[config.mk]
export PLATFORM = sky130hd
export DESIGN_NAME = edp_top
export DESIGN_NICKNAME = d
export VERILOG_FILES = /design/src/edp_pkg.sv /design/src/edp_par_chk.sv /design/src/edp_par_gen.sv /design/src/edp_top.sv
export SDC_FILE = /design/constraint.sdc
export NUM_CORES = 1
export LEC_CHECK = 0
export ABC_AREA = 1
export BUFFER_PORTS_ARGS = -buffer_cell sky130_fd_sc_hd__buf_2
export CORE_AREA = 4 4 156 158
export DETAILED_ROUTE_END_ITERATION = 8
export DIE_AREA = 0 0 160 162
export PLACE_DENSITY_LB_ADDON = 0.15
export SYNTH_ARGS = -nofsm -noshare
export SYNTH_HDL_FRONTEND = slang
export SYNTH_SLANG_ARGS = --single-unit
[constraint.sdc]
create_clock -name clk -period 4 [get_ports clk]
set_input_delay 0.8 -clock clk [delete_from_list [all_inputs] [get_ports clk]]
set_output_delay 0.8 -clock clk [all_outputs]
set_load 0.02 [all_outputs]
[src/edp_pkg.sv]
// Purpose: Shared constants, types and helpers for the datapath parity block.
// Assumes: 64-bit stream datapath with eight byte lanes.
// Notes:   All register offsets are byte addresses on a 32-bit APB.
package edp_pkg;

	// ****************************************************************
	// Datapath geometry
	// ****************************************************************
	localparam int DATA_W = 64;
	localparam int LANES  = DATA_W / 8;

	typedef struct packed {
		logic [DATA_W-1:0] tdata;
		logic [LANES-1:0]  tkeep;
		logic              tlast;
		logic              tuser;
	} edp_beat_t;

	// ****************************************************************
	// Register map
	// ****************************************************************
	localparam logic [7:0] OFS_CTRL   = 8'h00;
	localparam logic [7:0] OFS_STATUS = 8'h04;
	localparam logic [7:0] OFS_CLEAR  = 8'h08;
	localparam logic [7:0] OFS_ENABLE = 8'h0C;
	localparam logic [7:0] OFS_PCOUNT = 8'h10;

	localparam int CTRL_FCS_INS = 0;
	localparam int CTRL_PRESP   = 1;
	localparam int EV_PARITY    = 0;
	localparam int EV_FCS       = 1;
	localparam int EV_W         = 2;

	localparam logic [1:0]  CTRL_RST   = 2'h0;
	localparam logic [1:0]  ENABLE_RST = 2'h0;
	localparam logic [31:0] PCOUNT_MAX = 32'hFFFFFFFF;

	// ****************************************************************
	// Helpers
	// ****************************************************************
	// Even parity bit for each byte lane: data ones plus parity is even.
	function automatic logic [LANES-1:0] lane_parity(input logic [DATA_W-1:0] d);
		logic [LANES-1:0] p;
		p = '0;
		for (int i = 0; i < LANES; i++)
		begin
			p[i] = ^d[i*8 +: 8];
		end
		return p;
	endfunction

endpackage

[src/edp_par_chk.sv]
// Purpose: Transmit-side parity checker for one stream beat.
// Assumes: Purely combinational; qualification by handshake is done here.
// Notes:   Reports one flag per cycle however many lanes are wrong.
`timescale 1ns/100ps
module edp_par_chk
(
	// Beat in
	input  wire logic [edp_pkg::DATA_W-1:0] data,
	input  wire logic [edp_pkg::LANES-1:0]  keep,
	input  wire logic [edp_pkg::LANES-1:0]  parity,
	input  wire logic                       xfer,
	// Result
	output wire logic                       err
);

	wire logic [edp_pkg::LANES-1:0] lane_bad;
	wire logic [edp_pkg::LANES-1:0] lane_chk;

	assign lane_bad = edp_pkg::lane_parity(data) ^ parity;
	assign lane_chk = keep & {edp_pkg::LANES{xfer}};
	assign err      = |(lane_bad & lane_chk);

endmodule

[src/edp_par_gen.sv]
// Purpose: Receive-side parity generator for one stream beat.
// Assumes: Purely combinational; caller decides when lanes are valid.
// Notes:   Parity is produced for every lane; receivers ignore unkept lanes.
`timescale 1ns/100ps
module edp_par_gen
(
	// Beat in
	input  wire logic [edp_pkg::DATA_W-1:0] data,
	// Parity out
	output wire logic [edp_pkg::LANES-1:0]  parity
);

	assign parity = edp_pkg::lane_parity(data);

endmodule

[src/edp_top.sv]
// Purpose: Byte-wise even parity on the stream path between user logic and MAC.
// Assumes: One clock; user and MAC streams are both synchronous to clk.
// Notes:   Stream data passes straight through; statistics come from flops.
//
// The APB interface to the registers and the register addresses are this design's own decisions.
`timescale 1ns/100ps
module edp_top
(
	// Clock and reset
	input  wire logic                       clk,
	input  wire logic                       rst_b,
	// APB slave
	input  wire logic                       psel,
	input  wire logic                       penable,
	input  wire logic                       pwrite,
	input  wire logic [7:0]                 paddr,
	input  wire logic [31:0]                pwdata,
	output logic      [31:0]                prdata,
	output logic                            pready,
	output logic                            pslverr,
	// Transmit stream from user logic
	input  wire edp_pkg::edp_beat_t         tx_user_beat,
	input  wire logic [edp_pkg::LANES-1:0]  tx_user_parity,
	input  wire logic                       tx_user_tvalid,
	output logic                            tx_user_tready,
	// Transmit stream to MAC
	output edp_pkg::edp_beat_t              tx_mac_beat,
	output logic                            tx_mac_tvalid,
	input  wire logic                       tx_mac_tready,
	input  wire logic                       tx_mac_fcs_err,
	// Receive stream from MAC
	input  wire edp_pkg::edp_beat_t         rx_mac_beat,
	input  wire logic                       rx_mac_tvalid,
	// Receive stream to user logic
	output edp_pkg::edp_beat_t              rx_user_beat,
	output logic [edp_pkg::LANES-1:0]       rx_user_parity,
	output logic                            rx_user_tvalid,
	// Statistics and interrupt
	output logic                            stat_tx_bad_parity,
	output logic                            stat_tx_bad_fcs,
	output logic                            irq
);

	// ****************************************************************
	// Register state
	// ****************************************************************
	logic [1:0]              ctrl_ff;
	logic [edp_pkg::EV_W-1:0] status_ff;
	logic [edp_pkg::EV_W-1:0] enable_ff;
	logic [31:0]             pcount_ff;
	logic [31:0]             prdata_ff;
	logic                    pready_ff;
	logic                    pslverr_ff;
	logic                    irq_ff;
	logic                    pkt_err_ff;
	logic                    bad_par_ff;
	logic                    bad_fcs_ff;

	// ****************************************************************
	// Transmit path
	// ****************************************************************
	// The ready path is left combinational so the stream keeps full rate
	// with no extra buffering between user logic and the MAC.
	wire logic tx_xfer;
	wire logic tx_err_now;
	wire logic fcs_ins;
	wire logic par_resp;
	wire logic par_to_fcs;
	wire logic pkt_err_any;
	wire logic fcs_from_par;

	assign tx_xfer        = tx_user_tvalid & tx_mac_tready;
	assign tx_user_tready = tx_mac_tready;
	assign tx_mac_tvalid  = tx_user_tvalid;
	assign fcs_ins        = ctrl_ff[edp_pkg::CTRL_FCS_INS];
	assign par_resp       = ctrl_ff[edp_pkg::CTRL_PRESP];
	assign par_to_fcs     = fcs_ins & par_resp;
	assign pkt_err_any    = pkt_err_ff | tx_err_now;
	assign fcs_from_par   = par_to_fcs & tx_xfer & tx_user_beat.tlast & pkt_err_any;

	// Stomping the frame through tuser makes the MAC corrupt the inserted FCS.
	always_comb
	begin
		tx_mac_beat       = tx_user_beat;
		tx_mac_beat.tuser = tx_user_beat.tuser | fcs_from_par;
	end

	edp_par_chk u_chk
	(
		.data   (tx_user_beat.tdata),
		.keep   (tx_user_beat.tkeep),
		.parity (tx_user_parity),
		.xfer   (tx_xfer),
		.err    (tx_err_now)
	);

	wire logic nxt_pkt_err;
	wire logic nxt_bad_fcs;

	assign nxt_pkt_err = (tx_xfer & tx_user_beat.tlast) ? 1'b0
	                   : (pkt_err_ff | tx_err_now);
	assign nxt_bad_fcs = tx_mac_fcs_err | fcs_from_par;

	always_ff @(posedge clk or negedge rst_b)
	begin
		if (!rst_b)
		begin
			pkt_err_ff <= 1'b0;
		end
		else
		begin
			pkt_err_ff <= nxt_pkt_err;
		end
	end

	always_ff @(posedge clk or negedge rst_b)
	begin
		if (!rst_b)
		begin
			bad_par_ff <= 1'b0;
		end
		else
		begin
			bad_par_ff <= tx_err_now;
		end
	end

	always_ff @(posedge clk or negedge rst_b)
	begin
		if (!rst_b)
		begin
			bad_fcs_ff <= 1'b0;
		end
		else
		begin
			bad_fcs_ff <= nxt_bad_fcs;
		end
	end

	assign stat_tx_bad_parity = bad_par_ff;
	assign stat_tx_bad_fcs    = bad_fcs_ff;

	// ****************************************************************
	// Receive path
	// ****************************************************************
	// Parity is produced on every beat; lanes with keep low carry
	// meaningless parity that the user side must disregard.
	assign rx_user_beat   = rx_mac_beat;
	assign rx_user_tvalid = rx_mac_tvalid;

	edp_par_gen u_gen
	(
		.data   (rx_mac_beat.tdata),
		.parity (rx_user_parity)
	);

	// ****************************************************************
	// APB decode
	// ****************************************************************
	wire logic apb_acc;
	wire logic apb_wr;
	wire logic apb_rd;
	wire logic hit_ctrl;
	wire logic hit_status;
	wire logic hit_clear;
	wire logic hit_enable;
	wire logic hit_pcount;
	wire logic hit_any;

	assign apb_acc    = psel & penable & ~pready_ff;
	assign apb_wr     = apb_acc & pwrite;
	assign apb_rd     = apb_acc & ~pwrite;
	assign hit_ctrl   = paddr == edp_pkg::OFS_CTRL;
	assign hit_status = paddr == edp_pkg::OFS_STATUS;
	assign hit_clear  = paddr == edp_pkg::OFS_CLEAR;
	assign hit_enable = paddr == edp_pkg::OFS_ENABLE;
	assign hit_pcount = paddr == edp_pkg::OFS_PCOUNT;
	assign hit_any    = hit_ctrl | hit_status | hit_clear | hit_enable | hit_pcount;

	wire logic [31:0] rd_mux;

	assign rd_mux = hit_ctrl   ? {30'h0, ctrl_ff}
	              : hit_status ? {30'h0, status_ff}
	              : hit_enable ? {30'h0, enable_ff}
	              : hit_pcount ? pcount_ff
	              : 32'h0;

	always_ff @(posedge clk or negedge rst_b)
	begin
		if (!rst_b)
		begin
			pready_ff  <= 1'b0;
			pslverr_ff <= 1'b0;
			prdata_ff  <= 32'h0;
		end
		else
		begin
			pready_ff  <= apb_acc;
			pslverr_ff <= apb_acc & ~hit_any;
			prdata_ff  <= apb_rd ? rd_mux : 32'h0;
		end
	end

	assign pready  = pready_ff;
	assign pslverr = pslverr_ff;
	assign prdata  = prdata_ff;

	// ****************************************************************
	// Control, status and interrupt
	// ****************************************************************
	wire logic [1:0]              nxt_ctrl;
	wire logic [edp_pkg::EV_W-1:0] nxt_enable;
	wire logic [edp_pkg::EV_W-1:0] ev_set;
	wire logic [edp_pkg::EV_W-1:0] ev_clr;
	wire logic [edp_pkg::EV_W-1:0] nxt_status;
	wire logic [31:0]             nxt_pcount;

	assign nxt_ctrl   = (apb_wr & hit_ctrl) ? pwdata[1:0] : ctrl_ff;
	assign nxt_enable = (apb_wr & hit_enable) ? pwdata[edp_pkg::EV_W-1:0] : enable_ff;
	assign ev_set     = {bad_fcs_ff, bad_par_ff};
	assign ev_clr     = (apb_wr & hit_clear) ? pwdata[edp_pkg::EV_W-1:0] : '0;
	// A new event in the clearing cycle survives the clear.
	assign nxt_status = (status_ff & ~ev_clr) | ev_set;
	// The counter saturates rather than wrap so a stale read never looks clean.
	assign nxt_pcount = (bad_par_ff & (pcount_ff != edp_pkg::PCOUNT_MAX))
	                  ? pcount_ff + 32'h1 : pcount_ff;

	always_ff @(posedge clk or negedge rst_b)
	begin
		if (!rst_b)
		begin
			ctrl_ff <= edp_pkg::CTRL_RST;
		end
		else
		begin
			ctrl_ff <= nxt_ctrl;
		end
	end

	always_ff @(posedge clk or negedge rst_b)
	begin
		if (!rst_b)
		begin
			enable_ff <= edp_pkg::ENABLE_RST;
		end
		else
		begin
			enable_ff <= nxt_enable;
		end
	end

	always_ff @(posedge clk or negedge rst_b)
	begin
		if (!rst_b)
		begin
			status_ff <= '0;
		end
		else
		begin
			status_ff <= nxt_status;
		end
	end

	always_ff @(posedge clk or negedge rst_b)
	begin
		if (!rst_b)
		begin
			pcount_ff <= 32'h0;
		end
		else
		begin
			pcount_ff <= nxt_pcount;
		end
	end

	// Built from the next values so the line rises with the status bit itself.
	always_ff @(posedge clk or negedge rst_b)
	begin
		if (!rst_b)
		begin
			irq_ff <= 1'b0;
		end
		else
		begin
			irq_ff <= |(nxt_status & nxt_enable);
		end
	end

	assign irq = irq_ff;

endmodule

# Word level (Yosys, flattened, before mapping)
# Index checks and enable logic that the tools add are counted.
# totals
reg_bits	76
latchBits	0
mem_bits_rw	0
mem_bits_ro	0
in_bits	205
output_inout_bits	196
wordCells	76
mem_count	0
# op_classes
n_addsub	1
multipliers	0
n_div	0
magnitude_cmp	0
n_eq_ne	5
shifts	0
n_mux	8
bitwise	32
reduce_logical	19
# ops
op	n
2-to-1 mux 32 bit	5
parity 8 bit	16
adder 32 x 1 -> 32 bit, second input constant	1
inequality test 32 bit, second input constant	1
AND 8 bit	2
== test 8 x 4 -> 1 bit, second input constant	2
AND 1 bit	15
== test 8 x 3 -> 1 bit, second input constant	1
== test 8 x 5 -> 1 bit, second input constant	1
zero test 8 bit	1
OR reduction 8 bit	1
XOR 8 bit	1
bitwise OR 1 bit	7
AND 2 bit	2
2-to-1 mux 2 bit	2
inverter 1 bit	3
inverter 2 bit	1
bitwise OR 2 bit	1
OR reduction 2 bit	1
2-to-1 mux 1 bit	1

# Longest topological paths before layout
# Gate-level depths: netlist (run 1).
# depth
depth_word	10
mapped_depth	15

# Hierarchy
# From an unflattened synthesis (run 1), not the netlist that was laid out.
# hier_totals
cells_unflattened	1353
area_unflattened_um2	7739.9
# modules_own_cells
module	instances	cells_each	area_each_um2	seq_area_each_um2
edp_top	1	680	5037.3	1901.8
edp_par_gen	1	376	1411.4	0.0
edp_par_chk	1	297	1291.2	0.0

# Least setup slack after synthesis (run 1)
# No wires, ideal clock.
# synth_timing
path_kind	input port to output port
startpoint	input tx_user_beat[58] (netlist name)
endpoint	output tx_mac_beat[0] (netlist name)
t_arrival_ps	1716
setup_slack_ps	1484
cell_stages	13
n_path_buf	0
path_cell_list	inv_1 -> nand2_1 -> nand2_1 -> nand2_1 -> nand3_1 -> nand2_1 -> nand2_1 -> nand3_1 -> nand2_1 -> nor2_1 -> nand3_1 -> nand2_1 -> nand2_1
# synth_lines
element	line_no	source
from (decl)	edp_top.sv:22	input wire edp_pkg::edp_beat_t tx_user_beat,
to (decl)	edp_top.sv:27	output edp_pkg::edp_beat_t tx_mac_beat,

==> results of run 1 <==
[worst min-delay path by stage]
stage / start / end / slack, ns / depth (start not counted)
global route: pready$_DFF_PN0_ / pready$_DFF_PN0_ / 0.45 / 1
finish: pready$_DFF_PN0_ / pready$_DFF_PN0_ / 0.43 / 1
CTS: pready$_DFF_PN0_ / pready$_DFF_PN0_ / 0.44 / 1
detailed placement: pready$_DFF_PN0_ / pready$_DFF_PN0_ / 0.43 / 1
floorplan: pcount_ff[11]$_DFFE_PN0P_ / pcount_ff[11]$_DFFE_PN0P_ / 0.46 / 1
global placement: pready$_DFF_PN0_ / pready$_DFF_PN0_ / 0.42 / 1
[metrics by stage]
step / power (µW) / instance area, µm² / util, % / worst slack, ns / instances
floorplan: 1416 / 6218 / - / 1.484 / 856
global placement: 1605 / 7167 / 31.00 / 0.9697 / 1338
detailed placement: 1609 / 7167 / 31.00 / 0.9730 / 1338
CTS: 2472 / 7467 / 32.29 / 0.9674 / 1353
global route: 2568 / 7467 / 32.29 / 0.8357 / 1353
finish: 2430 / 7467 / 32.29 / 1.050 / 1353
[cell usage after synthesis]
| cell | number |
|---|---|
| sky130_fd_sc_hd__o21bai_1 | 2 |
| sky130_fd_sc_hd__nor3_1 | 28 |
| sky130_fd_sc_hd__nor2_2 | 3 |
| sky130_fd_sc_hd__dfrtp_1 | 76 |
| sky130_fd_sc_hd__inv_2 | 4 |
| sky130_fd_sc_hd__nor2_1 | 63 |
| sky130_fd_sc_hd__and3_1 | 1 |
| sky130_fd_sc_hd__nand3_2 | 1 |
| sky130_fd_sc_hd__nand2_2 | 5 |
| sky130_fd_sc_hd__buf_2 | 2 |
| sky130_fd_sc_hd__nand3_1 | 58 |
| sky130_fd_sc_hd__xnor2_1 | 59 |
| sky130_fd_sc_hd__o21ai_0 | 7 |
| sky130_fd_sc_hd__nand2_1 | 209 |
| sky130_fd_sc_hd__xor2_1 | 54 |
| sky130_fd_sc_hd__o21ai_1 | 2 |
| sky130_fd_sc_hd__buf_4 | 150 |
| sky130_fd_sc_hd__nand4_1 | 6 |
| sky130_fd_sc_hd__ha_1 | 1 |
| sky130_fd_sc_hd__nand2_4 | 1 |
| sky130_fd_sc_hd__nor3_2 | 3 |
| sky130_fd_sc_hd__clkbuf_1 | 3 |
| sky130_fd_sc_hd__inv_1 | 110 |
| sky130_fd_sc_hd__nor4_1 | 1 |
| sky130_fd_sc_hd__a21oi_1 | 2 |
| sky130_fd_sc_hd__buf_6 | 1 |
| sky130_fd_sc_hd__nor2_4 | 2 |
| sky130_fd_sc_hd__nor3_4 | 2 |
[worst max-delay path, delay by kind of cell]
family / cells / cell delay (ns)
buf+inv: 2 / 0.27
simple gates: 9 / 0.83
xor+xnor: 1 / 0.26
[layer usage]
metal / global-route usage, % / up-vias / wire [µm]
li1: - / 2851 / -
met1: 16.23 / 2403 / 7472
met2: 22.06 / 163 / 8762
met3: 3.045 / 16 / 988
met4: 2.777 / 2 / 151
met5: 0 / - / 7
[kinds of logic after synthesis]
| kind of cell | count (synthesis) | share of synthesized area, % |
|---|---|---|
| buffers and inverters | 270 | 25.51 |
| flip-flops | 76 | 30.58 |
| AND/OR/NAND/NOR | 383 | 26.66 |
| AO/OA/AOI/OAI | 13 | 1.127 |
| XOR/XNOR | 113 | 15.92 |
| adder cells (fa/ha/maj) | 1 | 0.2012 |
[final cells by class]
class,instances,area [µm²]
Multi-Input combinational cell,510,2730
Clock buffer,13,240.2
Sequential cell,76,1902
Clock inverter,2,60.06
Fill cell,2568,15660
Timing Repair Buffer,348,1744
Tap cell,290,362.8
Inverter,114,427.9
[sequential cells by signal, summed over array words and instances, names as in the netlist]
name	count
irq	1
prdata	32
pslverr	1
stat_tx_bad_parity	1
status_ff	2
pkt_err_ff	1
enable_ff	2
ctrl_ff	2
pcount_ff	32
pready	1
stat_tx_bad_fcs	1
[report_power, final]
part / switching [µW] / leakage (µW) / internal, µW
combinational: 457 / 0.00309 / 284
clock: 302 / 0.000144 / 544
sequential: 38.4 / 0.00103 / 805
total: 797 / 0.00427 / 1630
[cell usage in the layout, fill, tap and decap left out]
| master | instances |
|---|---|
| sky130_fd_sc_hd__ha_1 | 1 |
| sky130_fd_sc_hd__nand2_1 | 209 |
| sky130_fd_sc_hd__nand2_2 | 5 |
| sky130_fd_sc_hd__nor2_1 | 63 |
| sky130_fd_sc_hd__clkbuf_1 | 4 |
| sky130_fd_sc_hd__xor2_1 | 54 |
| sky130_fd_sc_hd__nor3_4 | 2 |
| sky130_fd_sc_hd__buf_2 | 347 |
| sky130_fd_sc_hd__xnor2_1 | 59 |
| sky130_fd_sc_hd__nand3_1 | 58 |
| sky130_fd_sc_hd__nor2_4 | 2 |
| sky130_fd_sc_hd__buf_4 | 1 |
| sky130_fd_sc_hd__nand2_4 | 1 |
| sky130_fd_sc_hd__nor2_2 | 3 |
| sky130_fd_sc_hd__inv_1 | 110 |
| sky130_fd_sc_hd__nand3_2 | 1 |
| sky130_fd_sc_hd__and3_1 | 1 |
| sky130_fd_sc_hd__inv_2 | 4 |
| sky130_fd_sc_hd__nor3_1 | 28 |
| sky130_fd_sc_hd__dfrtp_1 | 76 |
| sky130_fd_sc_hd__bufinv_16 | 2 |
| sky130_fd_sc_hd__nand4_1 | 6 |
| sky130_fd_sc_hd__a21oi_1 | 2 |
| sky130_fd_sc_hd__nor4_1 | 1 |
| sky130_fd_sc_hd__o21bai_1 | 2 |
| sky130_fd_sc_hd__clkbuf_16 | 9 |
| sky130_fd_sc_hd__o21ai_0 | 7 |
| sky130_fd_sc_hd__o21ai_1 | 2 |
| sky130_fd_sc_hd__nor3_2 | 3 |
==> metrics.txt, run 1 <==
run status=completed; x dimension of the die=160 µm; Total Wirelength=17,380 µm; crit path from=tx_user_beat[57]; number of gates resized after CTS=0; cell row count=56; Cell Chain, Critical Path=buf_2, xor2_1, nand3_1, nand2_1, nand2_1, nand3_1, nand2_1, nor2_1, nand3_1, nand2_1, nand2_1, buf_2; hold slack final=0.4322 ns; slew at the pin closest to its max-slew limit=1.009 ns; placeable core region=0.02312 mm²; routed vias=5,435; post-synth net total=1,062; startpoint of the worst register-to-register path=pready$_DFF_PN0_; number of diodes=0; part of the cycle the worst path needs=73.76%; Pleak=0.004271 µW; sequential-to-total area share from yosys stat=30.58%; Clock H-tree levels=3; peak supply drop=0.0001954 V; final clock skew=0.004048 ns; max_cap viols=0; post-synthesis cell count=856; most frequent cell on the critical path=sky130_fd_sc_hd__nand2_1; critical path peak fanout=2; cell area after synthesis=0.006218 mm²; number of flip-flops and latches in the synthesized netlist=76; Clock Latency Late Sink=0.34 ns; Detail Placement HPWL=14,690 µm; DRC violation total after the first TritonRoute iteration=169; total congestion overflow=0; number of top-level pins=401; initial core utilization=26.89%; die area=0.02592 mm²; synthesis warning total=0; number of clock buffers inserted by TritonCTS=9; worst-case register-to-register setup slack=2.02 ns; Vias per Instance=4.017; post-CTS setup buffer count=0; Nets=1,265; endpoints failing hold=0; first-pass iteration count of the detailed router=4; crit path capture=tx_mac_beat[0]; Routed WL per cell=12.85 µm; vertical die dimension=162 µm; Layout Area Growth over Synthesis=20.08%; start-to-end type of the worst setup path=primary input to output port; count of final max-slew check failures=0; number of antenna violations at the first check in global routing=1; maximum clock frequency=0.3389 GHz; number of buffers on the longest clock path=2; power per unit of standard cell area=325.5 mW/mm²; worst-path cell with the longest stage delay=sky130_fd_sc_hd__xor2_1; setup repair after global routing missed its margin=no; master cell of the clock root buffer=sky130_fd_sc_hd__clkbuf_16; largest net degree at the start of global routing=77; antenna viol nets, final=0; library cell occupying the most area in the post-synthesis netlist=sky130_fd_sc_hd__dfrtp_1; post-route minimum period=2.950 ns; Setup crit start kind=primary input; delay of the slowest cell on the worst path=0.26 ns; number of port buffers=348; global-route total usage across every layer=12.75%; number of remaining DRC errors=0; layout cell share with drive strength beyond 1=35.75%; routability congestion estimate from global placement=0.8114; Final Setup Violations=0; post-CTS clock slew at the launch and capture registers of the worst setup and hold paths=0.05 ns; kind of capture point of the worst setup path=output port; count of distinct cell types in the synthesized netlist=28; worst hold path type=flop to flop; CTS tree=yes; Sinks on Clock Net=76; share of the synthesized area in the top cell type=30.58%; CTS hold repair buffers=0; cell depth of the worst flop-to-flop path=5; final setup TNS=0 ns; Reg-to-Reg End=prdata[16]$_DFF_PN0_; Synth Area per Inst=7.265 µm²; max_slew headroom=32.60%; via count of the first global-routing pass=5,270; data required time at the worst endpoint=3.20 ns; dominant cells by area after synthesis=sky130_fd_sc_hd__dfrtp_1 (31%), sky130_fd_sc_hd__buf_4 (18%), sky130_fd_sc_hd__nand2_1 (13%); first-pass GRT wire length=26,750 µm; arrival time at the worst endpoint=2.15 ns
Power figures use the tool's default switching activity.
==> run 2, diff against run 1 <==
- clock period: 4 -> 3 ns (I/O delays scaled with it)
==> run 2 against run 1 <==
Net effect: clock power up 31%; non-clock buffer count up 2; sequential share of layout area down 0.064 points; worst setup slack worse by 0.57 ns; cell area up 0.25%; cell count up 0.22%; first-iteration DRC count down 12%.
==> metrics.txt, run 2 (synthesized netlist as in run 1, its figures left out) <==
run status=completed; DP Worst Slack=0.3832 ns; master cell of the clock root buffer=sky130_fd_sc_hd__clkbuf_16; Nets=1,267; Clock Latency Late Sink=0.34 ns; antenna viol nets, final=0; placeable core region=0.02312 mm²; CTS tree=yes; number of clock buffers inserted by TritonCTS=9; largest net degree at the start of global routing=77; number of remaining DRC errors=0; Total Wirelength=17,270 µm; maximum clock frequency=0.3961 GHz; post-CTS clock slew at the launch and capture registers of the worst setup and hold paths=0.06 ns; data required time at the worst endpoint=2.40 ns; total congestion overflow=0; first-pass iteration count of the detailed router=4; initial core utilization=26.89%; Clock H-tree levels=3; die area=0.02592 mm²; first-pass GRT wire length=26,850 µm; power per unit of standard cell area=429.9 mW/mm²; routing usage on met1=16.05%; endpoints failing hold=0; number of gates resized after CTS=0; most frequent cells in the layout=sky130_fd_sc_hd__buf_2 (347), sky130_fd_sc_hd__nand2_1 (209), sky130_fd_sc_hd__inv_1 (110); number of diodes=0; Sinks on Clock Net=76; final clock skew=0.01036 ns; part of the cycle the worst path needs=84.14%; number of antenna violations at the first check in global routing=1; Pleak=0.004285 µW; fin worst setup slack=0.4757 ns; via count of the first global-routing pass=5,402; post-route minimum period=2.524 ns; setup repair after global routing missed its margin=no; start-to-end type of the worst setup path=primary input to output port; arrival time at the worst endpoint=1.92 ns; number of top-level pins=401; met3 Resource Use GR=2.918%; count of final max-slew check failures=0; peak supply drop=0.0002406 V; Setup crit start kind=primary input; number of port buffers=348; Final Setup Violations=0; Detail Placement HPWL=14,790 µm; Layout Area Growth over Synthesis=20.38%; startpoint of the worst register-to-register path=pcount_ff[0]$_DFFE_PN0P_; post-CTS setup buffer count=0; max_slew headroom=34.58%; cell row count=56; max_cap viols=0; Vias per Instance=4.004; CTS hold repair buffers=0; most congested layer reported by global routing=met2; number of buffers on the longest clock path=2; crit path from=tx_user_beat[57]; slew at the pin closest to its max-slew limit=0.9813 ns; kind of capture point of the worst setup path=output port; most frequent standard cell in the layout excluding fill and tap cells=sky130_fd_sc_hd__buf_2; vertical die dimension=162 µm; critical path peak fanout=2; routability congestion estimate from global placement=0.8016; hold slack final=0.4173 ns; DRC violation total after the first TritonRoute iteration=149; global-route total usage across every layer=12.76%; routed vias=5,429; layout cell share with drive strength beyond 1=36.21%; worst hold path type=primary input to asynchronous set/reset pin; x dimension of the die=160 µm; Routed WL per cell=12.73 µm; global-route track usage on met2=22.22%; final setup TNS=0 ns
run 2: changes by cell type in the layout (fill, tap and decap cells not counted), sizes merged:
cell      change
buf           +2
clkbuf        -1
bufinv        -1
clkinvlp      +1
clkinv        +2
run 2: critical path, stage by stage:
cell                      delay, ns
sky130_fd_sc_hd__buf_2         0.11
sky130_fd_sc_hd__xor2_1        0.25
sky130_fd_sc_hd__nand3_1       0.14
sky130_fd_sc_hd__nand2_1       0.09
sky130_fd_sc_hd__nand2_1       0.05
sky130_fd_sc_hd__nand3_1       0.06
sky130_fd_sc_hd__nand2_1       0.08
sky130_fd_sc_hd__nor2_1        0.13
sky130_fd_sc_hd__nand3_1       0.11
sky130_fd_sc_hd__nand2_1       0.11
sky130_fd_sc_hd__nand2_1       0.05
sky130_fd_sc_hd__buf_2         0.15
run 2: report_power, final:
| part | leakage, µW | switching [µW] | internal [µW] |
|---|---|---|---|
| clock | 0.000149 | 424 | 687 |
| sequential | 0.00103 | 49.2 | 1070 |
| combinational | 0.00310 | 606 | 378 |
| total | 0.00428 | 1080 | 2140 |
run 2: final cells by class:
| type | count | area (µm²) |
|---|---|---|
| clock buffers | 12 | 256.5 |
| clock inverters | 4 | 47.55 |
| fillers | 2585 | 15640 |
| inverters | 114 | 427.9 |
| multi-input cells | 510 | 2730 |
| flip-flops and latches | 76 | 1902 |
| well taps | 290 | 362.8 |
| repair buffers | 350 | 1759 |
run 2: through the flow:
stage               std cells  total power [µW]  cell area [µm²]  util [%]
detailed placement       1340              2142             7182     31.06
floorplan                 856              1888             6218         -
global placement         1340              2139             7182     31.06
CTS                      1356              3279             7486     32.38
finish                   1356              3218             7486     32.38
global route             1356              3412             7486     32.38
run 2: final timing paths:
| kind | endpoint | slack, ns | depth (start not counted) |
|---|---|---|---|
| max in group asynchronous | stat_tx_bad_fcs$_DFF_PN0_ | 1.94 | 1 |
| worst max-delay path | tx_mac_beat[0] | 0.48 | 12 |
| worst max register to register | pcount_ff[11]$_DFFE_PN0P_ | 1.02 | 11 |
| worst min register to register | pready$_DFF_PN0_ | 0.43 | 1 |
| min in group clk | pready$_DFF_PN0_ | 0.43 | 1 |
| worst min-delay path | prdata[4]$_DFF_PN0_ | 0.42 | 1 |
run 2: layer usage:
metal / part of all wire, % / vias up
li1: - / 2863
met1: 43 / 2390
met2: 50 / 159
met3: 5.5 / 15
met4: 1.0 / 2
met5: 0.041 / -
==> run 3, diff against run 2 <==
- clock period: 3 -> 2.5 ns (I/O delays scaled with it)
==> run 3 against run 2 <==
Net effect: clock power rose by 35%; worst hold slack worse by 0.32 ns; die area stayed put; global-route usage down 0.058 points; highest routed layer is now met4; register-to-register slack got worse by 0.48 ns; largest power group is now clock; combinational power up 21%.
==> metrics.txt, run 3 (synthesized netlist as in run 1, its figures left out) <==
run status=completed; kind of capture point of the worst setup path=output port; number of antenna violations at the first check in global routing=0; final-layout fill cell count=2,577; startpoint of the worst register-to-register path=pcount_ff[0]$_DFFE_PN0P_; number of clock buffers inserted by TritonCTS=9; Sw Share=32.54%; max_cap viols=0; Clock Latency Late Sink=0.34 ns; endpoints failing hold=0; number of diodes=0; routed vias=5,492; total congestion overflow=0; setup repair after global routing missed its margin=no; logic gate share of total power=29.4%; number of buffers on the longest clock path=2; critical path peak fanout=3; post-route minimum period=2.267 ns; data required time at the worst endpoint=2.00 ns; count of final max-slew check failures=0; initial core utilization=26.89%; most frequent cells in the layout=sky130_fd_sc_hd__buf_2 (347), sky130_fd_sc_hd__nand2_1 (208), sky130_fd_sc_hd__inv_1 (110); post-CTS setup buffer count=0; Vias per Instance=4.044; largest net degree at the start of global routing=44; Total Wirelength=17,090 µm; Nets=1,269; worst hold path type=primary input to asynchronous set/reset pin; final setup TNS=0 ns; Clock H-tree levels=3; part of the cycle the worst path needs=90.67%; cell row count=56; peak supply drop=0.0003005 V; DP Worst Slack=0.1025 ns; power per unit of standard cell area=533.6 mW/mm²; Layout Area Growth over Synthesis=21.73%; first-pass GRT wire length=26,650 µm; Final Setup Violations=0; global-route total usage across every layer=12.70%; final clock skew=0.004784 ns; placeable core region=0.02312 mm²; Detail Placement HPWL=14,720 µm; number of remaining DRC errors=0; post-CTS clock slew at the launch and capture registers of the worst setup and hold paths=0.06 ns; CTS tree=yes; Internal=2725 µW; number of port buffers=348; first-pass iteration count of the detailed router=6; cell depth of the worst flop-to-flop path=11; Sinks on Clock Net=76; routability congestion estimate from global placement=0.7949; master cell of the clock root buffer=sky130_fd_sc_hd__clkbuf_16; via count of the first global-routing pass=5,416; most frequent standard cell in the layout excluding fill and tap cells=sky130_fd_sc_hd__buf_2; max_slew headroom=70.80%; maximum clock frequency=0.4412 GHz; DRC violation total after the first TritonRoute iteration=144; arrival time at the worst endpoint=1.77 ns; Routed WL per cell=12.58 µm; antenna viol nets, final=0; Switch Pwr=1314 µW; sequential share of power=33.3%; Reg-to-Reg End=pcount_ff[11]$_DFFE_PN0P_; slew at the pin closest to its max-slew limit=0.4381 ns; die area=0.02592 mm²; Clk network pwr share=37.2%; number of top-level pins=401; vertical die dimension=162 µm; x dimension of the die=160 µm; worst-case register-to-register setup slack=0.54 ns; Setup crit start kind=primary input; layout cell share with drive strength beyond 1=36.70%; start-to-end type of the worst setup path=primary input to output port; fin worst setup slack=0.2332 ns; Pleak=0.004317 µW
run 3: cell type report:
type | count | area, µm² | share of cell area, %
flip-flops and latches | 76 | 1902 | 25.12
well taps | 290 | 362.8 | 4.793
multi-input cells | 510 | 2750 | 36.33
clock inverters | 6 | 111.4 | 1.471
clock buffers | 10 | 229.0 | 3.025
inverters | 114 | 427.9 | 5.653
repair buffers | 352 | 1787 | 23.60
run 3: repair_timing:
| item | CTS | global route |
|---|---|---|
| resized for setup | 0 | 4 |
| hold buffers | 0 | 0 |
| endpoints found under the setup margin | 0 | 1 |
run 3: layer usage:
layer	track usage (%)	wire length [µm]	vias to the layer above
met5	0	0	-
met4	3.872	264	0
met3	2.867	959	21
met2	22.14	8502	174
met1	15.70	7362	2438
li1	-	-	2859
run 3: how the worst max path moves through the flow:
stage,start,endpoint,slack [ns]
detailed placement,tx_user_beat[57],tx_mac_beat[0],0.10
finish,tx_user_beat[18],tx_mac_beat[0],0.23
global route,tx_user_beat[43],tx_mac_beat[0],0.008
floorplan,tx_user_beat[58],tx_mac_beat[0],0.58
CTS,tx_user_beat[57],tx_mac_beat[0],0.10
global placement,tx_user_beat[57],tx_mac_beat[0],0.10
run 3: power by group through the flow:
| stage | Combinational (µW) | Sequential [µW] | Clock [µW] |
|---|---|---|---|
| 5_1_grt | 1310 | 1360 | 1600 |
| 3_5_place_dp | 1200 | 1370 | 0 |
| 6_report | 1190 | 1350 | 1500 |
| 2_1_floorplan | 904 | 1360 | 0 |
| 4_1_cts | 1210 | 1350 | 1550 |
| 3_3_place_gp | 1200 | 1370 | 0 |
run 3: critical path, cell delays in order:
cell,delay [ns]
sky130_fd_sc_hd__buf_2,0.12
sky130_fd_sc_hd__inv_1,0.05
sky130_fd_sc_hd__nand2_1,0.07
sky130_fd_sc_hd__nand2_1,0.05
sky130_fd_sc_hd__nand2_1,0.07
sky130_fd_sc_hd__nand2_1,0.05
sky130_fd_sc_hd__nand2_1,0.07
sky130_fd_sc_hd__nand2_1,0.05
sky130_fd_sc_hd__nand2_1,0.05
sky130_fd_sc_hd__nand2_1,0.04
sky130_fd_sc_hd__nand2_1,0.05
sky130_fd_sc_hd__nand2_1,0.06
sky130_fd_sc_hd__nor2_2,0.12
sky130_fd_sc_hd__nand3_1,0.12
sky130_fd_sc_hd__nand2_2,0.10
sky130_fd_sc_hd__nand2_1,0.05
sky130_fd_sc_hd__buf_2,0.15
run 3: stage by stage:
step                area [µm²]  power (µW)  hold WS, ns  instances  utilization [%]
detailed placement        7209        2573       0.4277       1342            31.18
CTS                       7550        4105       0.1049       1358            32.65
floorplan                 6218        2265       0.2044        856                -
global placement          7209        2573       0.4236       1342            31.18
global route              7570        4271       0.1289       1358            32.74
finish                    7570        4040      0.09505       1358            32.74
